===== config.mk =====
export PLATFORM = sky130hd
export DESIGN_NAME = scw_top
export DESIGN_NICKNAME = d
export VERILOG_FILES = /design/src/hw/scw_pkg.sv /design/src/hw/scw_top.sv
export SDC_FILE = /design/constraint.sdc
export NUM_CORES = 1
export LEC_CHECK = 0
export BUFFER_PORTS_ARGS = -buffer_cell sky130_fd_sc_hd__buf_2
export CAP_MARGIN = 30
export CORE_MARGIN = 4
export CORE_UTILIZATION = 50
export DETAILED_ROUTE_END_ITERATION = 8
export PLACE_DENSITY_LB_ADDON = 0.08
export SKIP_CTS_REPAIR_TIMING = 1
export SYNTH_ARGS = -nofsm -noshare
export SYNTH_HDL_FRONTEND = slang
export SYNTH_SLANG_ARGS = --single-unit
export TNS_END_PERCENT = 1

===== constraint.sdc =====
create_clock -name i_clock -period 5.1 [get_ports i_clock]
set_input_delay 1.02 -clock i_clock [delete_from_list [all_inputs] [get_ports i_clock]]
set_output_delay 1.02 -clock i_clock [all_outputs]
set_load 0.02 [all_outputs]

===== src/hw/scw_pkg.sv =====
// Constants for the synthesizer channel word control block.
// Assumes an 8-bit register port and a synthesizer that takes a
// divide value in units of the reference divided by 65536.
package scw_pkg;
	localparam int ADDR_W = 7;
	localparam int DATA_W = 8;
	localparam int WORD_W = 24;
	localparam int SYN_W = 27;
	// Register offsets
	localparam logic [6:0] OFS_W1_HIGH = 7'h00;
	localparam logic [6:0] OFS_W1_MID = 7'h01;
	localparam logic [6:0] OFS_W1_LOW = 7'h02;
	localparam logic [6:0] OFS_W2_HIGH = 7'h03;
	localparam logic [6:0] OFS_W2_MID = 7'h04;
	localparam logic [6:0] OFS_W2_LOW = 7'h05;
	localparam logic [6:0] OFS_MAIN = 7'h06;
	localparam logic [6:0] OFS_ANALOG = 7'h07;
	localparam logic [6:0] OFS_CLOCK = 7'h08;
	localparam logic [6:0] OFS_DEVIATION = 7'h09;
	localparam logic [6:0] OFS_MODEM = 7'h0a;
	localparam logic [6:0] OFS_FILTER = 7'h0b;
	localparam logic [6:0] OFS_STATUS = 7'h0c;
	// Field positions
	localparam int POS_PICK = 0;
	localparam int POS_BAND = 0;
	localparam int POS_REF_DIV = 0;
	localparam int POS_DEV_MANT = 0;
	localparam int POS_DEV_EXP = 4;
	localparam int POS_SHAPING = 7;
	localparam int POS_ADC_DIV = 0;
	localparam int POS_BYPASS = 0;
	// Reset values
	localparam logic [23:0] RST_WORD = 24'h000000;
	localparam logic [2:0] RST_REF_DIV = 3'h1;
	localparam logic [3:0] RST_DEV_MANT = 4'h0;
	localparam logic [2:0] RST_DEV_EXP = 3'h0;
	localparam logic [2:0] RST_ADC_DIV = 3'h0;
	// Synthesizer base divide values in units of fref/65536, IF divide unit, unmapped read value
	localparam logic [26:0] BASE_LOWER = 27'h000c000;
	localparam logic [26:0] BASE_UPPER = 27'h0018000;
	localparam logic [6:0] IF_DIV_UNIT = 7'h08;
	localparam logic [7:0] READ_UNMAPPED = 8'h00;
endpackage


===== src/hw/scw_top.sv =====
// Channel word, band, deviation and IF divider control for a synthesizer.
// Registers over a plain strobe port; tx pins come from outside and are synchronised.
// Contract
// - Two channel words are stored; the word-pick bit selects which one drives the synthesizer.
// - Each word is three bytes high to low; low byte bit zero is spur_spread_enable enable.
// - Lower band output is reference times three quarters plus (word plus half spur_spread_enable)/32768.
// - Upper band output is reference times three halves plus (word plus half spur_spread_enable)/16384.
// - Band bit clear selects 402-470 MHz, set selects 804-960 MHz.
// - Reference is crystal divided by predivider field plus one; field is 0 to 7.
// - FSK sends carrier minus deviation for one symbol, plus deviation for other.
// - Deviation is reference times mantissa times two to exponent minus 16 or 15.
// - An all-zero mantissa selects on-off keying instead of FSK.
// - One shaping bit turns Gaussian filtering of the modulation on or off.
// - Receive IF is crystal divided by eight times sampler divider field plus one.
// - IF is a quarter of the sampler clock; software aims near 1.2288 MHz.
// - Bypass bit routes signal around the analog filter; software sets it when needed.
`timescale 1ns/1ps
module scw_top (
	// Clock and reset
	input wire logic i_clock,
	input wire logic i_reset_n,
	// Register port
	input wire logic [scw_pkg::ADDR_W-1:0] i_addr,
	input wire logic [scw_pkg::DATA_W-1:0] i_wdata,
	input wire logic i_write,
	input wire logic i_read,
	output logic [scw_pkg::DATA_W-1:0] o_rdata,
	// Transmit pins
	input wire logic i_tx_enable,
	input wire logic i_tx_data,
	// Synthesizer control
	output logic [scw_pkg::SYN_W-1:0] o_synth_div,
	output logic o_band_range_bit,
	output logic o_spur_spread_enable,
	output logic [3:0] o_ref_div_ratio,
	// Modulation control
	output logic o_ook_mode,
	output logic o_carrier_on,
	output logic o_gauss_shaping,
	// Receive path control
	output logic [6:0] o_if_div_ratio,
	output logic o_filter_bypass
);
	import scw_pkg::*;

	typedef struct packed {
		logic [23:0] channel_word_one;
		logic [23:0] channel_word_two;
		logic pick;
		logic band;
		logic [2:0] ref_div;
		logic [3:0] deviation_mantissa;
		logic [2:0] deviation_exponent;
		logic shaping;
		logic [2:0] adc_div;
		logic bypass;
		logic en_meta;
		logic en_sync;
		logic data_meta;
		logic data_sync;
		logic [7:0] rdata;
		logic [26:0] synth_div;
		logic spread;
		logic [3:0] ref_ratio;
		logic ook;
		logic carrier_on;
		logic [6:0] if_ratio;
	} scw_state_s;

	scw_state_s state_r;
	scw_state_s state_nxt;

	logic [23:0] sel_word;
	logic [22:0] freq_val;
	logic spur_spread_enable;
	logic [26:0] base_div;
	logic [26:0] dev_div;
	logic [26:0] mod_div;
	logic ook_now;
	logic [7:0] status_val;

	always_comb begin
		state_nxt = state_r;
		// Word selection never writes either stored word
		sel_word = state_r.pick ? state_r.channel_word_two : state_r.channel_word_one;
		freq_val = sel_word[23:1];
		spur_spread_enable = sel_word[0];
		// Divide value in units of fref/65536
		if (!state_r.band) begin
			base_div = BASE_LOWER + {3'h0, freq_val, 1'b0} + {26'h0, spur_spread_enable};
			dev_div = {23'h0, state_r.deviation_mantissa} << state_r.deviation_exponent;
		end else begin
			base_div = BASE_UPPER + {2'h0, freq_val, 2'h0} + {25'h0, spur_spread_enable, 1'b0};
			dev_div = {22'h0, state_r.deviation_mantissa, 1'b0} << state_r.deviation_exponent;
		end
		ook_now = (state_r.deviation_mantissa == 4'h0);
		mod_div = base_div;
		if (state_r.en_sync && !ook_now) begin
			if (state_r.data_sync) begin
				mod_div = base_div + dev_div;
			end else begin
				mod_div = base_div - dev_div;
			end
		end
		state_nxt.synth_div = mod_div;
		state_nxt.spread = spur_spread_enable;
		state_nxt.ook = ook_now;
		if (ook_now) begin
			state_nxt.carrier_on = state_r.en_sync && state_r.data_sync;
		end else begin
			state_nxt.carrier_on = state_r.en_sync;
		end
		state_nxt.ref_ratio = {1'b0, state_r.ref_div} + 4'h1;
		state_nxt.if_ratio = IF_DIV_UNIT * ({4'h0, state_r.adc_div} + 7'h01);
		// Two-stage synchronisers for the tx pins
		state_nxt.en_meta = i_tx_enable;
		state_nxt.en_sync = state_r.en_meta;
		state_nxt.data_meta = i_tx_data;
		state_nxt.data_sync = state_r.data_meta;
		status_val = {4'h0, state_r.carrier_on, state_r.ook, state_r.band, state_r.pick};
		// Register writes
		if (i_write) begin
			if (i_addr == OFS_W1_HIGH) begin
				state_nxt.channel_word_one[23:16] = i_wdata;
			end else if (i_addr == OFS_W1_MID) begin
				state_nxt.channel_word_one[15:8] = i_wdata;
			end else if (i_addr == OFS_W1_LOW) begin
				state_nxt.channel_word_one[7:0] = i_wdata;
			end else if (i_addr == OFS_W2_HIGH) begin
				state_nxt.channel_word_two[23:16] = i_wdata;
			end else if (i_addr == OFS_W2_MID) begin
				state_nxt.channel_word_two[15:8] = i_wdata;
			end else if (i_addr == OFS_W2_LOW) begin
				state_nxt.channel_word_two[7:0] = i_wdata;
			end else if (i_addr == OFS_MAIN) begin
				state_nxt.pick = i_wdata[POS_PICK];
			end else if (i_addr == OFS_ANALOG) begin
				state_nxt.band = i_wdata[POS_BAND];
			end else if (i_addr == OFS_CLOCK) begin
				state_nxt.ref_div = i_wdata[POS_REF_DIV+:3];
			end else if (i_addr == OFS_DEVIATION) begin
				state_nxt.deviation_mantissa = i_wdata[POS_DEV_MANT+:4];
				state_nxt.deviation_exponent = i_wdata[POS_DEV_EXP+:3];
				state_nxt.shaping = i_wdata[POS_SHAPING];
			end else if (i_addr == OFS_MODEM) begin
				state_nxt.adc_div = i_wdata[POS_ADC_DIV+:3];
			end else if (i_addr == OFS_FILTER) begin
				state_nxt.bypass = i_wdata[POS_BYPASS];
			end
		end
		// Register reads, data valid in the next cycle only
		state_nxt.rdata = READ_UNMAPPED;
		if (i_read) begin
			if (i_addr == OFS_W1_HIGH) begin
				state_nxt.rdata = state_r.channel_word_one[23:16];
			end else if (i_addr == OFS_W1_MID) begin
				state_nxt.rdata = state_r.channel_word_one[15:8];
			end else if (i_addr == OFS_W1_LOW) begin
				state_nxt.rdata = state_r.channel_word_one[7:0];
			end else if (i_addr == OFS_W2_HIGH) begin
				state_nxt.rdata = state_r.channel_word_two[23:16];
			end else if (i_addr == OFS_W2_MID) begin
				state_nxt.rdata = state_r.channel_word_two[15:8];
			end else if (i_addr == OFS_W2_LOW) begin
				state_nxt.rdata = state_r.channel_word_two[7:0];
			end else if (i_addr == OFS_MAIN) begin
				state_nxt.rdata = {7'h00, state_r.pick};
			end else if (i_addr == OFS_ANALOG) begin
				state_nxt.rdata = {7'h00, state_r.band};
			end else if (i_addr == OFS_CLOCK) begin
				state_nxt.rdata = {5'h00, state_r.ref_div};
			end else if (i_addr == OFS_DEVIATION) begin
				state_nxt.rdata = {state_r.shaping, state_r.deviation_exponent,
					state_r.deviation_mantissa};
			end else if (i_addr == OFS_MODEM) begin
				state_nxt.rdata = {5'h00, state_r.adc_div};
			end else if (i_addr == OFS_FILTER) begin
				state_nxt.rdata = {7'h00, state_r.bypass};
			end else if (i_addr == OFS_STATUS) begin
				state_nxt.rdata = status_val;
			end
		end
	end

	always_ff @(posedge i_clock) begin
		if (!i_reset_n) begin
			state_r <= '0;
			state_r.channel_word_one <= RST_WORD;
			state_r.channel_word_two <= RST_WORD;
			state_r.ref_div <= RST_REF_DIV;
			state_r.deviation_mantissa <= RST_DEV_MANT;
			state_r.deviation_exponent <= RST_DEV_EXP;
			state_r.adc_div <= RST_ADC_DIV;
			state_r.synth_div <= BASE_LOWER;
			state_r.ref_ratio <= 4'h2;
			state_r.ook <= 1'b1;
			state_r.if_ratio <= IF_DIV_UNIT;
		end else begin
			state_r <= state_nxt;
		end
	end

	assign o_rdata = state_r.rdata;
	assign o_synth_div = state_r.synth_div;
	assign o_band_range_bit = state_r.band;
	assign o_spur_spread_enable = state_r.spread;
	assign o_ref_div_ratio = state_r.ref_ratio;
	assign o_ook_mode = state_r.ook;
	assign o_carrier_on = state_r.carrier_on;
	assign o_gauss_shaping = state_r.shaping;
	assign o_if_div_ratio = state_r.if_ratio;
	assign o_filter_bypass = state_r.bypass;
endmodule


==> key figures <==
Status
  – Outcome: finished, final reports clean

Floorplanning
  – Die ar.: approximately 0.018 mm^2
  – Num ports: 73
  – Die Ht: ~130 um
  – Core area: ~0.016 mm^2
  – Die Wd: 134.9 um
  – Row count: 46
  – Initial Utilization: roughly half

Critical path
  – Crit end category: flip-flop
  – CP Class: reg2reg
  – Startpoint type of the worst setup path: flip-flop
  – Crit path DAT: 4.89 ns
  – CP Data Required Time: around 5.4 ns
  – CP Max Fanout: 10

Logic synthesis
  – Register bit count reported by yosys: 115
  – Mapped Area: 0.008051 mm^2
  – Synthesized instance count: between 900 and 1,000
  – Compound-Gate Fraction of Synth Area: 20.28%
  – Sequential share of the synthesized area: 28.59%
  – EDFF count, synth: 0
  – Largest area contributor in the netlist: dfxtp_1
  – Synth Flop Type: dfxtp_1
  – Yosys warns: 0
  – Post-synthesis simple-gate area fraction: 18.38%
  – Ys async rst share: 0%
  – Yosys top cell area share: about 29%
  – Adder-Cell Fraction of Synth Area: 5.035%
  – Top post-synthesis cells by area: dfxtp_1 29%, mux2i_1 11%, nor2_1 5.2%, ha_1 4.7%, buf_4 4.3%
  – Post-synthesis xor/xnor area fraction: under 10%
  – Count of different cell masters after synthesis: 85
  – Post-synthesis mux area share: approximately 15%
  – Main combinational cell family by area after synthesis: compound AO/OA/AOI/OAI gates
  – Cell with the most instances after synthesis: dfxtp_1
  – Synth top cells by count: 115 x dfxtp_1, 111 x nor2_1, 87 x mux2i_1, 74 x nand2_1, 61 x a21oi_1
  – Mapped Avg Cell Area: around 8.4 um^2

GRT
  – Initial antenna violation count: 0
  – GRT Residual Overflow: 0
  – Largest net degree at the start of global routing: 58
  – Vias in the first global route: 6,572
  – All-Layer GR Usage: approximately 26%
  – First-pass GRT wire length: about 37 mm

Finish
  – Share of post-route cells with drive strength above 1: between 15 and 20%
  – # fillers: 1,502
  – Register Area: 0.002305 mm^2
  – Final #Nets: between 1,000 and 1,500
  – Area of the multi-input gates: slightly above 0.005 mm^2
  – Antenna cells: 0
  – Layout area overhead: 9.526%

Clock network
  – CTS Sinks: about 120
  – Longest Clk Path Bufs: 2
  – Worst-path clk slew: roughly 0.06 ns
  – CTS tree: done
  – Num CTS Buffers: 17
  – Root Driver: clkbuf_16
  – H-tree Lvls: 4
  – Clock Latency Late Sink: between 0.4 and 0.5 ns

Placement
  – GPL Wtd Cong: a little under 1
  – Worst slack at placement: around 0.64 ns
  – Post-DP HPWL: around 17 mm
  – IO Port Bufs: 69

Drt
  – Routed met3 length: about 1.3 mm
  – Wire length on met2: between 10 and 15 mm
  – Met1 wire length: about 11 mm
  – Initial drt markers: 651
  – DRC: 0
  – WL/cell: slightly below 20 um
  – Via count: between 7,000 and 8,000
  – Final ANT Viol Nets: 0
  – Via density per instance: between 5 and 6
  – Max Used Layer: met4
  – Final WL: 23.16 mm
  – Pre-antenna DRT Iters: 5

STA
  – Final TNS setup: 0 ns
  – RSZ-0062 raised after global routing: no
  – Final period util: between 80% and 90%
  – Relative slew slack: 37.63%
  – Clock skew: approximately 0.0076 ns
  – Worst slew pin tran: around 0.93 ns
  – Final Hold Fails: 0
  – Final Max Tran Viols: 0
  – Final Setup Violations: 0
  – F_max: between 200 and 250 MHz
  – Setup ws final: 0.5523 ns
  – Minimum clock period: about 4.5 ns

Power
  – Leak pwr: 3.510 nW
  – Pwr per Cell Area: about 260 mW/mm^2
  – Maximum VDD drop: a little over 0.2 mV

Job
  – Max-Cap Viols: 0

Min path
  – Worst hold path type: reg2reg
-- cells in the final DEF (no fill, tap or decap), types with 9 or more instances in the layout --
cell,netlist,routed
and2_1,14,14
o221ai_1,9,9
buf_4,46,13
mux2i_1,87,87
nand2b_1,13,13
dfxtp_1,115,113
xor2_1,16,16
o211ai_1,10,10
a211oi_1,10,10
o21ai_0,48,48
nor2_1,111,111
nand2_1,74,74
nor3_1,14,14
mux4_2,10,10
nand3_1,21,21
ha_1,30,30
a21o_1,12,12
inv_1,18,18
a31oi_1,12,12
clkbuf_16,0,17
buf_2,7,69
xnor2_1,21,21
a21oi_1,61,61
-- per-layer routing --
| layer | global-route usage (%) | vias up |
|---|---|---|
| met4 | 8.314 | 0 |
| met2 | 41.58 | 246 |
| met1 | 35.28 | 3374 |
| met3 | 3.912 | 40 |
| met5 | 0 | - |
| li1 | - | 3446 |
-- critical path, cell delays in order (launching register included) --
cell	delay [ns]
dfxtp_2	0.45
mux2i_2	0.23
buf_4	0.17
o21ai_0	0.11
nand2_1	0.10
ha_1	0.19
o221ai_1	0.13
o31ai_2	0.25
nor3b_4	0.39
a31oi_1	0.24
ha_1	0.47
and4_1	0.31
nand3_1	0.12
or3_1	0.35
o21ai_0	0.34
o41ai_1	0.17
o21ai_0	0.24
mux2i_1	0.21
-- stage by stage --
stage	instance area (um^2)	std cells	hold slack [ns]	utilization (%)	total power [mW]
2_1_floorplan	8059	962	0.4074	-	0.9888
4_1_cts	8818	1192	0.4352	55.72	2.323
3_3_place_gp	8180	1160	0.4188	51.68	1.022
3_5_place_dp	8180	1160	0.4203	51.68	1.021
5_1_grt	8818	1192	0.4700	55.72	2.374
6_report	8818	1192	0.4330	55.72	2.306
-- final timing paths --
check / from / depth (start not counted) / slack (ns) / to
worst max-delay path: o_band_range_bit / 17 / 0.55 / o_synth_div[26]
worst min-delay path: state_nxt[49] / 1 / 0.43 / state_r[49]
worst max register to register: o_band_range_bit / 17 / 0.55 / o_synth_div[26]
worst min register to register: state_nxt[49] / 1 / 0.43 / state_r[49]
-- registers in the layout, indices dropped and copies added, names as in the netlist, 2 cells and up --
name and cells:
o_ref_div_ratio 4, o_synth_div 27, state_nxt 2, state_r 64, o_rdata 8, o_if_div_ratio 4
-- where the power goes --
part           internal, mW  leakage [nW]  switching, mW
sequential            0.902         0.928        0.00475
clock                 0.837         0.312          0.466
combinational        0.0261          2.27         0.0705
-- kinds of logic (layout without fill, tap and decap cells) --
| logic type | Yosys count | in the layout |
|---|---|---|
| xor gates and xnor gates | 37 | 37 |
| other | 1 | 3 |
| and+or+nand+nor | 306 | 306 |
| AOI/OAI and AO/OA | 241 | 241 |
| DFF | 115 | 115 |
| buffers and inverters | 121 | 135 |
| adders and majority gates | 32 | 32 |
| muxes | 107 | 107 |
-- layout make-up --
cell class              count  area share [%]
multi-input cells         726           57.65
clock inverters            14           2.256
flip-flops and latches    115           26.14
well taps                 216           3.065
clock buffers              18           4.980
inverters                  21          0.8939
repair buffers             82           5.023
Note: power is estimated with default switching activity, not from simulation.
